==> src/tma_pkg.sv <==
// constants, types and register layout of the temperature monitor status block
package tma_pkg;
    localparam logic [7:0] PTR_STATUS = 8'h02;
    localparam logic [7:0] PTR_CFG_RD = 8'h03;
    localparam logic [7:0] PTR_CFG_WR = 8'h09;
    localparam logic [7:0] PTR_ONE_SHOT = 8'h0F;
    localparam logic [7:0] CFG_RESET = 8'h00;
    localparam logic [7:0] CFG_WRITABLE = 8'hE4;
    localparam logic [7:0] READ_NONE = 8'h00;
    localparam int CFG_MASK_BIT = 7;
    localparam int CFG_SHUTDOWN_BIT = 6;
    localparam int CFG_PIN_BIT = 5;
    localparam int CFG_RANGE_BIT = 2;
    // per-channel status layout
    localparam int PC_BUSY = 7;
    localparam int PC_LOCAL_UPPER = 6;
    localparam int PC_LOCAL_LOWER = 5;
    localparam int PC_REMOTE_UPPER = 4;
    localparam int PC_REMOTE_LOWER = 3;
    localparam int PC_OPEN = 2;
    localparam int PC_REMOTE_OVERTEMP = 1;
    localparam int PC_LOCAL_OVERTEMP = 0;
    // merged status layout
    localparam int MG_BUSY = 7;
    localparam int MG_UPPER = 4;
    localparam int MG_LOWER = 3;
    localparam int MG_OPEN = 2;
    localparam int MG_OVERTEMP = 1;
    localparam logic [7:0] STATUS_RESET = 8'h00;
    localparam int NUM_CHAN = 3;
    localparam logic [1:0] CH_LOCAL = 2'h0;
    localparam logic [3:0] COUNT_MAX = 4'hF;
    localparam logic [3:0] COUNT_ONE = 4'h1;
    localparam logic [3:0] COUNT_ZERO = 4'h0;
    localparam logic [7:0] TEMP_ZERO = 8'h00;

    typedef enum logic [1:0] {
        TMA_RUN = 2'b00,
        TMA_SHUT = 2'b01,
        TMA_ONE_SHOT = 2'b11
    } tma_mode_t;
endpackage

==> src/tma_channel.sv <==
// comparator and hysteresis state of one measurement channel
`timescale 1ns/100ps
`default_nettype none
module tma_channel
    import tma_pkg::*;
(
    input wire logic clk, // block clock
    input wire logic rst, // synchronous reset
    input wire logic upd, // conversion of this channel finished
    input wire logic [7:0] temp, // converted temperature code
    input wire logic [7:0] upper_limit, // upper limit code
    input wire logic [7:0] lower_limit, // lower limit code
    input wire logic [7:0] overtemp_limit, // thermal limit code
    input wire logic [7:0] hyst, // shared hysteresis, unsigned
    input wire logic [3:0] queue, // consecutive out-of-limit count needed
    output logic overtemp, // live overtemperature comparator
    output logic upper_hyst, // live upper comparator with hysteresis
    output logic upper_now, // last result above upper limit
    output logic lower_now, // last result below lower limit
    output logic queue_met // enough consecutive out-of-limit results
);
    typedef struct packed {
        logic overtemp;
        logic upper_hyst;
        logic upper_now;
        logic lower_now;
        logic [3:0] count;
    } tma_chan_state_t;

    tma_chan_state_t s_q, s_d;
    logic [7:0] ot_release;
    logic [7:0] up_release;
    logic above_up;
    logic below_lo;

    // hysteresis is unsigned; saturate at zero instead of wrapping
    assign ot_release = (overtemp_limit > hyst) ? overtemp_limit - hyst : TEMP_ZERO;
    assign up_release = (upper_limit > hyst) ? upper_limit - hyst : TEMP_ZERO;
    assign above_up = temp > upper_limit;
    assign below_lo = temp < lower_limit;

    always_comb begin
        s_d = s_q;
        // limits only matter at the end of a conversion
        if (upd) begin
            s_d.upper_now = above_up;
            s_d.lower_now = below_lo;
            if (temp > overtemp_limit) begin
                s_d.overtemp = 1'b1;
            end else if (temp <= ot_release) begin
                s_d.overtemp = 1'b0;
            end
            if (above_up) begin
                s_d.upper_hyst = 1'b1;
            end else if (temp <= up_release) begin
                s_d.upper_hyst = 1'b0;
            end
            if (above_up || below_lo) begin
                if (s_q.count != COUNT_MAX) begin
                    s_d.count = s_q.count + COUNT_ONE;
                end
            end else begin
                s_d.count = COUNT_ZERO;
            end
        end
    end

    always_ff @(posedge clk) begin
        if (rst) begin
            s_q <= '0;
        end else begin
            s_q <= s_d;
        end
    end

    assign overtemp = s_q.overtemp;
    assign upper_hyst = s_q.upper_hyst;
    assign upper_now = s_q.upper_now;
    assign lower_now = s_q.lower_now;
    // a queue of zero behaves as one
    assign queue_met = (s_q.count != COUNT_ZERO) && (s_q.count >= queue);
endmodule
`default_nettype wire

==> src/tma_status_top.sv <==
// status flags, alert pin and primary configuration of the temperature monitor
// How it works
// - status at 02h read-only, writes ignored
// - busy bit mirrors converter activity from reset
// - open flag set by remote conversions, held
// - per-channel overtemp flags with shared hysteresis
// - alert mode: upper flags latch on exceed
// - thermal mode: upper flags live with hysteresis
// - lower flags latch regardless of pin mode
// - latched flags clear on read if gone
// - live flags ignore reads, update per conversion
// - per-channel flag rise pulls alert low in alert mode; overtemp flags never do
// - merged status bit layout, reset zero
// - merged overtemp flag any channel, hysteresis
// - merged upper flag latched or live
// - merged lower flag latches on any channel
// - merged flag rise pulls alert low in alert mode; overtemp flag never does
// - config written 09h, read 03h, reserved zero
// - mask blocks alert pin in alert mode
// - alert needs consecutive out-of-limit results
// - shutdown bit stops and resumes conversion
// - one-shot write in shutdown: one sequence
// - pin mode bit selects alert or thermal
// - range bit selects result format
// - per-channel status bit order, reset zero
// - compare limits only at conversion end
// - hysteresis unsigned, never negative
`timescale 1ns/100ps
`default_nettype none
module tma_status_top
    import tma_pkg::*;
#(
    parameter bit MERGED = 1'b0 // 1 selects the merged multi-channel status layout
) (
    input wire logic CLOCK, // 20 MHz block clock
    input wire logic RESET, // synchronous reset, active high
    input wire logic REG_WR, // register write strobe, one cycle
    input wire logic REG_RD, // register read strobe, one cycle
    input wire logic [7:0] REG_PTR, // register pointer
    input wire logic [7:0] REG_WDATA, // write data
    output logic [7:0] REG_RDATA, // read data, valid the cycle after REG_RD
    input wire logic CONV_BUSY, // converter is converting
    input wire logic CONV_DONE, // one channel conversion finished, one cycle
    input wire logic [1:0] CONV_CHAN, // channel of that conversion: 0 local, 1 and 2 remote
    input wire logic [7:0] CONV_TEMP, // converted temperature code
    input wire logic CONV_OPEN, // remote diode seen open in that conversion
    input wire logic SEQ_DONE, // full conversion sequence finished, one cycle
    input wire logic [23:0] UPPER_LIMITS, // upper limits, channel 0 in low byte
    input wire logic [23:0] LOWER_LIMITS, // lower limits, channel 0 in low byte
    input wire logic [23:0] OVERTEMP_LIMITS, // thermal limits, channel 0 in low byte
    input wire logic [7:0] HYSTERESIS, // shared hysteresis code
    input wire logic [3:0] FAULT_QUEUE, // consecutive results before alert
    output logic CONV_RUN, // converter may run
    output logic RANGE_EXTENDED, // 1 selects extended offset format
    input wire logic ALERT_PIN_IN, // level seen on the open-drain pin
    output logic ALERT_PIN_OUT, // value driven on the pin, always low
    output logic ALERT_PIN_OE // high while the pin is pulled low
);
    typedef struct packed {
        logic [7:0] cfg;
        tma_mode_t mode;
        logic loc_up;
        logic rem_up;
        logic loc_lo;
        logic rem_lo;
        logic open;
        logic open_now;
        logic alert;
        logic [7:0] rdata;
    } tma_top_state_t;

    tma_top_state_t s_q, s_d;

    logic [NUM_CHAN-1:0] ch_upd;
    logic [NUM_CHAN-1:0] ch_overtemp;
    logic [NUM_CHAN-1:0] ch_up_hyst;
    logic [NUM_CHAN-1:0] ch_up_now;
    logic [NUM_CHAN-1:0] ch_lo_now;
    logic [NUM_CHAN-1:0] ch_queue;
    logic status_rd;
    logic pin_thermal;
    logic loc_up_flag;
    logic rem_up_flag;
    logic any_alert_flag;
    logic [7:0] status_pc;
    logic [7:0] status_mg;
    logic [7:0] status_val;
    logic pin_low;

    genvar gi;
    generate
        for (gi = 0; gi < NUM_CHAN; gi = gi + 1) begin : g_chan
            assign ch_upd[gi] = CONV_DONE && (CONV_CHAN == 2'(gi));
            tma_channel u_chan (
                .clk(CLOCK),
                .rst(RESET),
                .upd(ch_upd[gi]),
                .temp(CONV_TEMP),
                .upper_limit(UPPER_LIMITS[gi*8 +: 8]),
                .lower_limit(LOWER_LIMITS[gi*8 +: 8]),
                .overtemp_limit(OVERTEMP_LIMITS[gi*8 +: 8]),
                .hyst(HYSTERESIS),
                .queue(FAULT_QUEUE),
                .overtemp(ch_overtemp[gi]),
                .upper_hyst(ch_up_hyst[gi]),
                .upper_now(ch_up_now[gi]),
                .lower_now(ch_lo_now[gi]),
                .queue_met(ch_queue[gi])
            );
        end
    endgenerate

    assign status_rd = REG_RD && (REG_PTR == PTR_STATUS);
    assign pin_thermal = s_q.cfg[CFG_PIN_BIT];

    // high flags: latched in alert mode, live comparators in thermal mode
    assign loc_up_flag = pin_thermal ? ch_up_hyst[0] : s_q.loc_up;
    assign rem_up_flag = pin_thermal ? |ch_up_hyst[NUM_CHAN-1:1] : s_q.rem_up;

    // flags that feed the alert output in alert mode
    assign any_alert_flag = s_q.loc_up | s_q.rem_up | s_q.loc_lo | s_q.rem_lo | s_q.open;

    always_comb begin
        status_pc = STATUS_RESET;
        status_pc[PC_BUSY] = CONV_BUSY;
        status_pc[PC_LOCAL_UPPER] = loc_up_flag;
        status_pc[PC_LOCAL_LOWER] = s_q.loc_lo;
        status_pc[PC_REMOTE_UPPER] = rem_up_flag;
        status_pc[PC_REMOTE_LOWER] = s_q.rem_lo;
        status_pc[PC_OPEN] = s_q.open;
        status_pc[PC_REMOTE_OVERTEMP] = |ch_overtemp[NUM_CHAN-1:1];
        status_pc[PC_LOCAL_OVERTEMP] = ch_overtemp[0];
    end

    always_comb begin
        status_mg = STATUS_RESET;
        status_mg[MG_BUSY] = CONV_BUSY;
        status_mg[MG_UPPER] = loc_up_flag | rem_up_flag;
        status_mg[MG_LOWER] = s_q.loc_lo | s_q.rem_lo;
        status_mg[MG_OPEN] = s_q.open;
        status_mg[MG_OVERTEMP] = |ch_overtemp;
    end

    assign status_val = MERGED ? status_mg : status_pc;

    always_comb begin
        s_d = s_q;

        // configuration: only the defined bits are kept
        if (REG_WR && (REG_PTR == PTR_CFG_WR)) begin
            s_d.cfg = REG_WDATA & CFG_WRITABLE;
        end
        // a write to the status pointer decodes to nothing

        // read data is captured before any clear takes effect
        if (REG_RD) begin
            case (REG_PTR)
                PTR_STATUS: s_d.rdata = status_val;
                PTR_CFG_RD: s_d.rdata = s_q.cfg;
                default: s_d.rdata = READ_NONE;
            endcase
        end

        // open condition of the most recent remote conversion
        if (CONV_DONE && (CONV_CHAN != CH_LOCAL)) begin
            s_d.open_now = CONV_OPEN;
        end

        // latched flags: the live condition sets, a status read clears only when
        // the condition is gone; the set term wins in the same cycle
        s_d.loc_up = ch_up_now[0] | (s_q.loc_up & ~status_rd);
        s_d.rem_up = (|ch_up_now[NUM_CHAN-1:1]) | (s_q.rem_up & ~status_rd);
        s_d.loc_lo = ch_lo_now[0] | (s_q.loc_lo & ~status_rd);
        s_d.rem_lo = (|ch_lo_now[NUM_CHAN-1:1]) | (s_q.rem_lo & ~status_rd);
        s_d.open = s_q.open_now | (s_q.open & ~status_rd);

        // in alert mode alert holds while flags stay set; it needs the consecutive count; thermal mode clears it
        if (pin_thermal) begin
            s_d.alert = 1'b0;
        end else if (any_alert_flag && (|ch_queue)) begin
            s_d.alert = 1'b1;
        end else if (!any_alert_flag) begin
            s_d.alert = 1'b0;
        end

        // conversion control
        case (s_q.mode)
            TMA_RUN: begin
                if (s_d.cfg[CFG_SHUTDOWN_BIT]) begin
                    s_d.mode = TMA_SHUT;
                end
            end
            TMA_SHUT: begin
                // clearing shutdown resumes on the write edge itself
                if (!s_d.cfg[CFG_SHUTDOWN_BIT]) begin
                    s_d.mode = TMA_RUN;
                end else if (REG_WR && (REG_PTR == PTR_ONE_SHOT)) begin
                    s_d.mode = TMA_ONE_SHOT;
                end
            end
            TMA_ONE_SHOT: begin
                // one sequence, then back to shutdown; clearing the shutdown bit goes to run instead
                if (SEQ_DONE) begin
                    s_d.mode = s_d.cfg[CFG_SHUTDOWN_BIT] ? TMA_SHUT : TMA_RUN;
                end else if (!s_d.cfg[CFG_SHUTDOWN_BIT]) begin
                    s_d.mode = TMA_RUN;
                end
            end
            default: s_d.mode = TMA_SHUT;
        endcase
    end

    always_ff @(posedge CLOCK) begin
        if (RESET) begin
            s_q <= '{cfg: CFG_RESET, mode: TMA_RUN, rdata: READ_NONE, default: 1'b0};
        end else begin
            s_q <= s_d;
        end
    end

    // running from reset lets the first conversion start at once
    // shutdown cuts the run request in the same cycle the bit is set
    assign CONV_RUN = ((s_q.mode == TMA_RUN) || (s_q.mode == TMA_ONE_SHOT)) &&
                      !(s_q.cfg[CFG_SHUTDOWN_BIT] && (s_q.mode == TMA_RUN));
    assign RANGE_EXTENDED = s_q.cfg[CFG_RANGE_BIT];

    // mask only gates the pin; the alert state is retained underneath
    assign pin_low = pin_thermal ? (loc_up_flag | rem_up_flag)
                                 : (s_q.alert & ~s_q.cfg[CFG_MASK_BIT]);

    assign REG_RDATA = s_q.rdata;
    assign ALERT_PIN_OUT = 1'b0;
    assign ALERT_PIN_OE = pin_low;
endmodule
`default_nettype wire

==> config.mk <==
export PLATFORM = sky130hd
export DESIGN_NAME = tma_status_top
export DESIGN_NICKNAME = d
export VERILOG_FILES = /design/src/tma_pkg.sv /design/src/tma_channel.sv /design/src/tma_status_top.sv
export SDC_FILE = /design/constraint.sdc
export NUM_CORES = 1
export LEC_CHECK = 0
export ABC_AREA = 1
export BUFFER_PORTS_ARGS = -buffer_cell sky130_fd_sc_hd__buf_2
export CELL_PAD_IN_SITES_DETAIL_PLACEMENT = 0
export CELL_PAD_IN_SITES_GLOBAL_PLACEMENT = 1
export CORE_AREA = 2 2 119 167
export DETAILED_ROUTE_END_ITERATION = 8
export DIE_AREA = 0 0 121 169
export PLACE_DENSITY = 0.93
export SETUP_SLACK_MARGIN = 0.3
export SYNTH_ARGS = -nofsm -noshare
export SYNTH_HDL_FRONTEND = slang
export SYNTH_SLANG_ARGS = --single-unit
==> constraint.sdc <==
create_clock -name CLOCK -period 3 [get_ports CLOCK]
set_clock_uncertainty 0.1 [all_clocks]
set_input_delay 0.15 -clock CLOCK [delete_from_list [all_inputs] [get_ports CLOCK]]
set_output_delay 0.15 -clock CLOCK [all_outputs]
set_load 0.01 [all_outputs]
==> results_dict.tcl, run 1 <==
set metrics [dict create \
    worstReg2RegStart "g_chan[0].u_chan.s_q[0]$_SDFFE_PP0P_" \
    rsz0062_at_grt "yes" \
    grt_start_max_net_pins 30 \
    p_leak_uw 0.00492 \
    hold_depth 3 \
    hold_viol 0 \
    setup_viol_count_final 0 \
    drc 0 \
    grt_usage_pct 21.1 \
    via_per_inst 5.05 \
    cp_top_family "simple AND/OR/NAND/NOR gates" \
    critPathArrivalTime_ps 2690 \
    fin_area_mm2 0.00932 \
    synth_flop_cell "dfxtp_1" \
    cp_max_fo 6 \
    numCtsBuffers 5 \
    clock.fmax_ghz 0.390 \
    cts.htree.levels 2 \
    ys_seq_area_share_pct 11.7 \
    syn_nets 1487 \
    grt_pass1_vias 7417 \
    crit_buf_inv 2 \
    slew-limit-headroom_pct 47.8 \
    drv_cap 0 \
    fin_crit_ps 2570 \
    dr.pass1.iters 5 \
    critPathLaunch "HYSTERESIS[4]" \
    dieArea_mm2 0.0204 \
    gp_congestion 0.883 \
    portBuffers 124 \
    cts_tree "yes" \
    fin_setup_tns_ps 0 \
    fillCellCount 1969 \
    coreArea_mm2 0.0190 \
    yosysWarnings 0 \
    start_util_pct 40.4 \
    max_stage_delay_ps 480 \
    place_area_mm2 0.00863 \
    totalPowerFinal_uw 2580 \
    slowest_stage "ha_1" \
    drt-initial-drc-count 270 \
    cp-end-kind "flop" \
    min_from "REG_WDATA[2]" \
    synth_edf_count 0 \
    rows 60 \
    fin_nets 1631 \
    dp_hpwl_um 18000 \
    clockBufferDepth 2 \
    syn_inst 1179 \
    gr-total-overflow 0 \
    synth.distinct_cells 45 \
    antenna_cells 0 \
    fp.dieH_um 169 \
    grt_antenna_before_repair 0 \
    routedWlPerCell_um 14.2 \
    avgSynthCellArea_um2 6.51 \
    start_kind "input port" \
    synthArstFlopShare_pct 0 \
    path_common_cell "nand2_1" \
    ant_nets 0 \
    irDropWorstVdd_mv 0.185 \
    crit_cells 17 \
    tightest_slew_ps 779 \
    slew_violations 0 \
    worst_ep_required_time_ps 3120 \
    path_class "input port to flop" \
    vias 7936 \
    syn_to_final_growth_pct 21.5 \
    path_clk_slew_ps 70 \
    drive_above_1_share_pct 19.9 \
    routed_wl_um 22300 \
    grt_pass1_wl_um 34600 \
    ys_seq_elements 45 \
    cts_sinks 45 \
    ff2ff_path_depth 10 \
    die_w_um 121 \
    synth_area_mm2 0.00767 \
    design.portCount 131 \
    hold_class "input port to flop" \
    fin_util_pct 49.1 \
    hold_slack_ps 10.6 \
    clock_latency_ps 290 \
    finalCritPeriodShare_pct 85.6 \
    crit_chain "buf_2 -> inv_1 -> ha_1 -> a21oi_1 -> o311ai_0 -> nor2_1 -> nor2_1 -> nand2_1 -> ha_1 -> nand2_1 -> nor2_1 -> nand2_1 -> nand3_1 -> nand2_1 -> nand2_1 -> nand2_1 -> a21oi_1" \
    cts_root_buf "clkbuf_16" \
    powerDensity_mw_per_mm2 277 \
    status "finished, final reports clean" \
]
per-stage QoR:
stage / std cells / setup slack (ps)
after global placement: 1551 / 130
after global routing: 1572 / 266
final: 1572 / 433
after CTS: 1559 / 337
after floorplan: 1179 / 530
after detailed placement: 1551 / 39.3
synthesized netlist by cell type, types with 10 or more instances:
master | n | share of area (%)
dfxtp_1 | 45 | 12
ha_1 | 183 | 30
nor2_1 | 115 | 5.6
a31oi_1 | 10 | 0.82
nand3b_1 | 12 | 1.2
nand2_1 | 277 | 14
buf_4 | 11 | 1.1
inv_1 | 188 | 9.2
o21ai_1 | 10 | 0.65
nand3_1 | 56 | 3.7
inv_2 | 12 | 0.59
o21ai_0 | 21 | 1.4
or2_2 | 15 | 1.2
nand4_1 | 21 | 1.7
a21oi_1 | 114 | 7.4
kinds of logic (layout without fill, tap and decap cells):
group | after synthesis | after routing | share of synthesized area [%]
AND/OR/NAND/NOR | 526 | 526 | 29.9
buffers and inverters | 216 | 361 | 11.1
adder cells (fa/ha/maj) | 189 | 189 | 31.4
AO/OA/AOI/OAI | 188 | 188 | 14.2
flip-flops | 45 | 45 | 11.7
XOR/XNOR | 14 | 14 | 1.60
other | 1 | 1 | 0.0489
layout by cell type, fill, tap and decap left out, types with 8 or more instances in the layout:
| cell type | n |
|---|---|
| a31oi_1 | 10 |
| inv_1 | 181 |
| o21ai_1 | 10 |
| xor2_1 | 8 |
| a21oi_1 | 110 |
| nand3b_1 | 12 |
| buf_4 | 23 |
| inv_2 | 13 |
| o211ai_1 | 9 |
| nand4_1 | 21 |
| nand2_2 | 8 |
| o21ai_0 | 19 |
| nor2_1 | 112 |
| ha_4 | 22 |
| nand3_1 | 54 |
| ha_1 | 160 |
| dfxtp_1 | 45 |
| buf_2 | 123 |
| or2_2 | 15 |
| nand2_1 | 273 |
path summary, 6_finish.rpt:
| check | end | slack [ps] |
|---|---|---|
| max reg2reg | s_q[8]$_SDFFE_PP0P_ | 1360 |
| min reg2reg | REG_RDATA[0]$_SDFFE_PP0P_ | 360 |
| min | RANGE_EXTENDED$_SDFFE_PP0P_ | 10 |
| max | g_chan[1].u_chan.overtemp$_SDFFE_PP0P_ | 430 |
repair_timing:
| action | in CTS | in global routing |
|---|---|---|
| hold endpoints to repair | 0 | 0 |
| resized for setup | 0 | 62 |
| buffers inserted | 0 | 13 |
| hold buffers | 0 | 0 |
| setup endpoints to repair | 0 | 6 |
where the power goes:
part	switching (µW)	internal (µW)	leakage (µW)
logic	801	595	0.00448
registers	20.0	620	0.000366
clock network	239	310	0.0000702
total	1060	1520	0.00492
registers in the layout, summed over array words and instances (netlist names):
register                  count
g_chan.u_chan.s_q            12
s_q                          11
REG_RDATA                     8
g_chan.u_chan.lower_now       3
g_chan.u_chan.overtemp        3
g_chan.u_chan.upper_hyst      3
g_chan.u_chan.upper_now       3
RANGE_EXTENDED                1
pin_thermal                   1
area by class of cell:
class	instances	area (µm²)	share of cell area, %
inverters	200	773	8.30
repair buffers	153	907	9.73
clock inverters	3	21.3	0.228
multi-input cells	918	6280	67.4
flip-flops and latches	45	901	9.67
clock buffers	5	125	1.34
well taps	248	310	3.33
routing by layer:
metal	vias up	routed length (µm)	global-route usage (%)
met2	182	11300	39.8
met3	54	914	1.75
li1	4164	-	-
met1	3536	8940	23.6
met5	-	0	0
met4	0	1080	9.30
worst reg2reg max path: cells and delay by family (launching register included):
family                   cells  cell delay, ps
adder cells (fa/ha/maj)      1             270
AND/OR/NAND/NOR              3             190
AO/OA/AOI/OAI                4             410
flip-flops                   1             390
buffers and inverters        2             150
No activity file was read; power rests on OpenSTA's default activity.
==> run 2: changes to the inputs <==
Settings changed: CORE_AREA 2 2 119 167 to 2 2 120 169, DIE_AREA 0 0 121 169 to 0 0 122 171, PLACE_DENSITY 0.93 to 0.92, SYNTH_HIERARCHICAL set to 1.
==> run 2 against run 1 <==
Against the previous run:
- setup slack better by 8.1 ps
- sequential cell count unchanged
- cell count grew 0.19%
- clock power is 2% higher
- via count down 0.93%
- critical endpoint is now g_chan[1].u_chan/overtemp$_SDFFE_PP0P_
- utilization shrank 2.5 points
- fmax rose by 0.32%
- final area fell by 2.8%
==> results_dict.tcl, run 2 <==
set metrics [dict create \
    worst_ep_required_time_ps 3050 \
    design.portCount 131 \
    hold_viol 0 \
    ys_seq_area_share_pct 11.5 \
    drv_cap 0 \
    synth_flop_cell "dfxtp_1" \
    dieArea_mm2 0.0209 \
    swShare_pct 41.4 \
    yosysWarnings 6 \
    synthArstFlopShare_pct 0 \
    worstReg2RegStart "g_chan[1].u_chan/s_q[0]$_SDFFE_PP0P_" \
    synth_area_mm2 0.00783 \
    clock_latency_ps 290 \
    drive_above_1_share_pct 17.0 \
    grt_usage_pct 21.0 \
    gr-total-overflow 0 \
    dp_hpwl_um 18000 \
    cts_sinks 45 \
    coreArea_mm2 0.0195 \
    synth.distinct_cells 47 \
    start_util_pct 40.3 \
    p_int_uw 1480 \
    critPathArrivalTime_ps 2610 \
    critical_path.endpoint "g_chan[1].u_chan/overtemp$_SDFFE_PP0P_" \
    routed_wl_um 21800 \
    powerDensity_mw_per_mm2 279 \
    synth_top_cell_by_area "ha_1" \
    hold_class "input port to flop" \
    portBuffers 124 \
    gp_congestion 0.905 \
    largest_register_ffs 12 \
    routedWlPerCell_um 13.8 \
    numCtsBuffers 5 \
    fp.dieH_um 171 \
    ff2ff_path_depth 10 \
    grt_antenna_before_repair 0 \
    clock.fmax_ghz 0.391 \
    cp_max_fo 6 \
    max_stage_delay_ps 420 \
    rows 61 \
    p_leak_uw 0.00507 \
    largest_register "g_chan.u_chan/s_q" \
    r2r-end "s_q[8]$_SDFFE_PP0P_" \
    ant_nets 0 \
    drc 0 \
    path_clk_slew_ps 70 \
    drt-initial-drc-count 233 \
    rsz0062_at_grt "yes" \
    fin_util_pct 46.5 \
    slowest_stage "fa_1" \
    tightest_slew_ps 674 \
    grt_start_max_net_pins 32 \
    fin_setup_tns_ps 0 \
    path_common_cell "nand2_1" \
    syn_to_final_growth_pct 15.6 \
    crit_chain "buf_2 -> ha_1 -> fa_1 -> o21ai_2 -> nand2_1 -> o2111ai_2 -> nand2_4 -> or2_1 -> ha_1 -> a21oi_1 -> nor2_1 -> nor2_1 -> nand3_1 -> nand2_1 -> nand2_1 -> nand2_1 -> a21oi_1" \
    vias 7862 \
    p_clk_share_pct 22.2 \
    crit_cells 17 \
    cts_tree "yes" \
    synth_edf_count 0 \
    grt_pass1_wl_um 35000 \
    synth_top_area_share_pct 29.2 \
    final_cell_mix "nand2_1 (253), inv_1 (229), ha_1 (176)" \
    via_per_inst 4.99 \
    syn_inst 1195 \
    cts.htree.levels 2 \
    cp-end-kind "flop" \
    syn_nets 1503 \
    cp_top_family "adder cells" \
    synth_most_common_cell "nand2_1" \
    ys_seq_elements 45 \
    layout_commonest_cell "nand2_1" \
    ys_top_cells_by_count "nand2_1 (256), inv_1 (229), ha_1 (183)" \
    power.switching_uw 1050 \
    synthTopCellsByArea "ha_1 (29%), nand2_1 (12%), dfxtp_1 (11%)" \
    path_class "input port to flop" \
    die_w_um 122 \
    clockBufferDepth 2 \
    cts_root_buf "clkbuf_16" \
    slew_violations 0 \
    dr.pass1.iters 4 \
    crit_buf_inv 1 \
    fin_crit_ps 2560 \
    setup_viol_count_final 0 \
    slew-limit-headroom_pct 55.1 \
    irDropWorstVdd_mv 0.220 \
    antenna_cells 0 \
    finalCritPeriodShare_pct 85.3 \
    status "finished, final reports clean" \
    avgSynthCellArea_um2 6.56 \
    start_kind "input port" \
    r2r_slack_ps 990 \
    p_comb_share_pct 52.5 \
    critPathLaunch "HYSTERESIS[0]" \
    grt_pass1_vias 7320 \
    fin_nets 1630 \
    pwr-share-seq_pct 25.3 \
]
[run 2: changes by cell type after synthesis, moves of 6 or more]
cell     before  now
nand2_2       4   12
o21ai_1      10    3
nor2_1      115   95
o21ai_0      21   29
nand2_1     277  256
inv_1       188  229
inv_2        12    6
o21a_1        3    9
[run 2: through the flow]
step | hold WS [ps] | cells | total power, µW | setup slack, ps | instance area, µm²
after global placement | 311 | 1564 | 1900 | 131 | 8730
after floorplan | 119 | 1195 | 1540 | 509 | 7830
after CTS | 14.8 | 1573 | 2500 | 396 | 8890
after detailed placement | 309 | 1564 | 1920 | 96.0 | 8730
final | 17.9 | 1575 | 2530 | 441 | 9050
after global routing | 40.1 | 1575 | 2770 | 274 | 9050
[run 2: worst min path at each step]
stage / to / cells past startpoint / from / slack [ps]
after floorplan: g_chan[0].u_chan/overtemp$_SDFFE_PP0P_ / 1 / RESET / 120
after global placement: RANGE_EXTENDED$_SDFFE_PP0N_ / 3 / REG_WDATA[2] / 310
after detailed placement: s_q[9]$_SDFFE_PP0P_ / 3 / CONV_OPEN / 310
after CTS: RANGE_EXTENDED$_SDFFE_PP0N_ / 3 / REG_WDATA[2] / 10
after global routing: s_q[16]$_SDFFE_PP0P_ / 4 / SEQ_DONE / 40
final: s_q[16]$_SDFFE_PP0P_ / 4 / SEQ_DONE / 20
[run 2: per-layer routing]
layer  global-route usage [%]  part of all wire, %  wire length [µm]  vias up
met2                     40.1                   52             11200      149
met1                     24.6                   42              9130     3515
met4                     6.30                  2.9               641        0
met5                        0                    0                 0        -
li1                         -                    -                 -     4158
met3                     1.73                  3.5               755       40
[run 2: worst reg2reg max path, cell delays in order, from the launching register on]
cell	delay, ps
dfxtp_1	370
inv_1	90
ha_1	290
inv_1	50
a21boi_0	70
o21a_1	180
o21a_1	160
o21ai_0	160
inv_1	70
nor4_1	260
nor4_1	80
[run 2: power by group through the flow]
stage | clock network (µW) | logic, µW | registers (µW)
2_1_floorplan | 0 | 896 | 647
3_3_place_gp | 0 | 1240 | 654
3_5_place_dp | 0 | 1270 | 654
4_1_cts | 579 | 1280 | 641
5_1_grt | 596 | 1530 | 644
6_report | 561 | 1330 | 640
[run 2: kinds of logic (layout without fill, tap and decap cells)]
family	count (synthesis)	in the layout	synth area share [%]
adders and majority gates	189	189	30.8
buffers and inverters	249	377	12.4
AOI/OAI and AO/OA	197	197	15.1
DFF	45	45	11.5
and+or+nand+nor	498	498	28.4
xor gates and xnor gates	16	16	1.79
other	1	1	0.0479
[run 2: repair_timing]
action | in CTS | in global routing
hold buffers | 1 | 0
hold endpoints to repair | 1 | 0
endpoints found under the setup margin | 0 | 6
buffers inserted | 0 | 2
resized for setup | 0 | 33
[run 2: area by class of cell]
class / count / area (µm²)
fillers: 2032 / 10400
multi-input cells: 901 / 6090
flip-flops and latches: 45 / 901
inverters: 236 / 888
repair buffers: 133 / 706
well taps: 252 / 315
clock buffers: 5 / 125
clock inverters: 3 / 25.0
==> run 3: changes to the inputs <==
Settings changed: CORE_AREA 2 2 120 169 to 2 2 126 178, DIE_AREA 0 0 122 171 to 0 0 128 180, HOLD_SLACK_MARGIN set to 0.08, PLACE_DENSITY 0.92 to 0.88.
Clock period 3 ns to 2.1 ns, I/O delays scaled along.
==> run 3 against run 2 <==
Against the previous run:
- the flow now finishes with violations (negative setup slack)
- die area rose by 10%
- global-route usage fell by 0.17 points
- power grew 70%
- cell count up 11%
- critical path depth decreased by 1
- sequential share of layout area shrank 1.7 points
- final area increased by 22%
- sequential power up 43%
- critical path type unchanged
- critical endpoint is now g_chan[0].u_chan/upper_hyst$_SDFFE_PP0P_
- largest cell class unchanged
==> results_dict.tcl, run 3 (synthesis gave the netlist of run 2 again) <==
set metrics [dict create \
    status "finished, violations left" \
    violations "negative setup slack" \
    place_area_mm2 0.00993 \
    via_per_inst 4.93 \
    hold_class "input port to flop" \
    vias 8591 \
    clockBufferDepth 2 \
    clock_latency_ps 290 \
    worst_ep_required_time_ps 2230 \
    pre_cts_slack_ps -657 \
    fin_setup_tns_ps -1230 \
    design.portCount 131 \
    drt-initial-drc-count 352 \
    worst_slack_ps -386 \
    slowest_stage "a32oi_4" \
    path_clk_slew_ps 70 \
    largest_register_ffs 12 \
    max_stage_delay_ps 390 \
    fin_util_pct 51.6 \
    critPathArrivalTime_ps 2620 \
    grt_most_used_layer "met2" \
    min_from "REG_WR" \
    hold_viol 0 \
    ff2ff_path_depth 8 \
    cp-end-kind "flop" \
    grt_antenna_before_repair 0 \
    clock.fmax_ghz 0.402 \
    syn_to_final_growth_pct 41.4 \
    grt_pass1_vias 8437 \
    met2_usage_pct 41.2 \
    fp.dieH_um 180 \
    finalCritPeriodShare_pct 118 \
    slew_violations 0 \
    start_util_pct 36.5 \
    routed_wl_um 24900 \
    r2r_slack_ps 320 \
    numCtsBuffers 5 \
    crit_chain "buf_16 -> ha_4 -> fa_2 -> o21ai_2 -> nand2_2 -> a32oi_4 -> nand2_2 -> ha_4 -> nand2_1 -> o21ai_1 -> nand2_1 -> nand3_1 -> nand2_1 -> nand2_1 -> nand2_1 -> a21oi_1" \
    hold-path-endpoint "pin_thermal$_SDFFE_PP0N_" \
    setup_viol_count_final 6 \
    met1_usage_pct 22.7 \
    grt_usage_pct 20.9 \
    antenna_cells 0 \
    rows 64 \
    grt.met3_usage_pct 1.64 \
    r2r-end "s_q[8]$_SDFFE_PP0P_" \
    layout_commonest_cell "nand2_1" \
    start_kind "input port" \
    fin_nets 1786 \
    irDropWorstVdd_mv 0.278 \
    path_class "input port to flop" \
    fillCellCount 2062 \
    dr.pass1.iters 5 \
    dp_hpwl_um 19900 \
    routedWlPerCell_um 14.3 \
    path_common_cell "nand2_1" \
    largest_register "g_chan.u_chan/s_q" \
    crit_buf_inv 1 \
    final_cell_mix "nand2_1 (243), inv_1 (203), buf_4 (156)" \
    drc 0 \
    fin_area_mm2 0.0111 \
    drv_cap 0 \
    worstReg2RegStart "g_chan[0].u_chan/s_q[1]$_SDFFE_PP0P_" \
    portBuffers 124 \
    powerDensity_mw_per_mm2 388 \
    cts.htree.levels 2 \
    gr-total-overflow 0 \
    fin_crit_ps 2490 \
    cts_sinks 45 \
    hold_depth 3 \
    coreArea_mm2 0.0215 \
    rsz0062_at_grt "yes" \
    die_w_um 128 \
    cp_top_family "compound AO/OA/AOI/OAI gates" \
    p_leak_uw 0.00589 \
    gp_congestion 0.904 \
    cp_max_fo 8 \
    cts_tree "yes" \
    cts_root_buf "clkbuf_16" \
    ant_nets 0 \
    dieArea_mm2 0.0230 \
    grt_pass1_wl_um 39200 \
    drive_above_1_share_pct 32.9 \
    grt_start_max_net_pins 17 \
]
[run 3: power by group]
group	switching [µW]	internal (µW)
Sequential	29.0	886
Combinational	1340	1230
Clock	363	448
[run 3: area by class of cell]
type / count / area (µm²) / area share (%)
well taps: 264 / 330 / 2.98
inverters: 236 / 921 / 8.32
multi-input cells: 901 / 6750 / 61.0
clock inverters: 3 / 25.0 / 0.226
repair buffers: 289 / 2010 / 18.2
clock buffers: 5 / 125 / 1.13
flip-flops and latches: 45 / 910 / 8.21
[run 3: routing by layer]
| layer | up-vias | routed length (µm) |
|---|---|---|
| met5 | - | 0 |
| met4 | 0 | 945 |
| met3 | 52 | 692 |
| met2 | 172 | 13400 |
| met1 | 3894 | 9940 |
| li1 | 4473 | - |
[run 3: how the worst max path moves through the flow]
stage	start	to	slack, ps	cells after the start
5_1_grt	HYSTERESIS[0]	g_chan[0].u_chan/upper_hyst$_SDFFE_PP0P_	-530	16
2_1_floorplan	UPPER_LIMITS[0]	g_chan[0].u_chan/upper_hyst$_SDFFE_PP0P_	-220	16
6_report	HYSTERESIS[0]	g_chan[0].u_chan/upper_hyst$_SDFFE_PP0P_	-390	16
3_3_place_gp	HYSTERESIS[0]	g_chan[0].u_chan/upper_hyst$_SDFFE_PP0P_	-620	16
4_1_cts	HYSTERESIS[0]	g_chan[2].u_chan/overtemp$_SDFFE_PP0P_	-190	19
3_5_place_dp	HYSTERESIS[7]	g_chan[2].u_chan/overtemp$_SDFFE_PP0P_	-660	21
[run 3: through the flow]
step / instances / hold WS [ps] / power [µW]
floorplan: 1195 / 74.1 / 2230
CTS: 1739 / 96.1 / 4100
global route: 1743 / 121 / 4670
detailed placement: 1716 / 254 / 3110
global placement: 1716 / 255 / 3050
finish: 1743 / 102 / 4300
[run 3: timing repair]
item / 4_1_cts / 5_1_grt
hold buffers: 6 / 0
hold endpoints to repair: 6 / 0
gates resized for setup: 95 / 81
setup endpoints to repair: 7 / 8
setup buffers: 9 / 4
pin swaps: 63 / 58
[run 3: worst register-to-register path, stage by stage, from the launching register on]
cell,delay (ps)
dfxtp_2,330
ha_1,270
a21boi_1,130
o21a_1,180
o21a_1,170
o21ai_2,150
inv_1,60
nor4_2,200
nor4_1,70
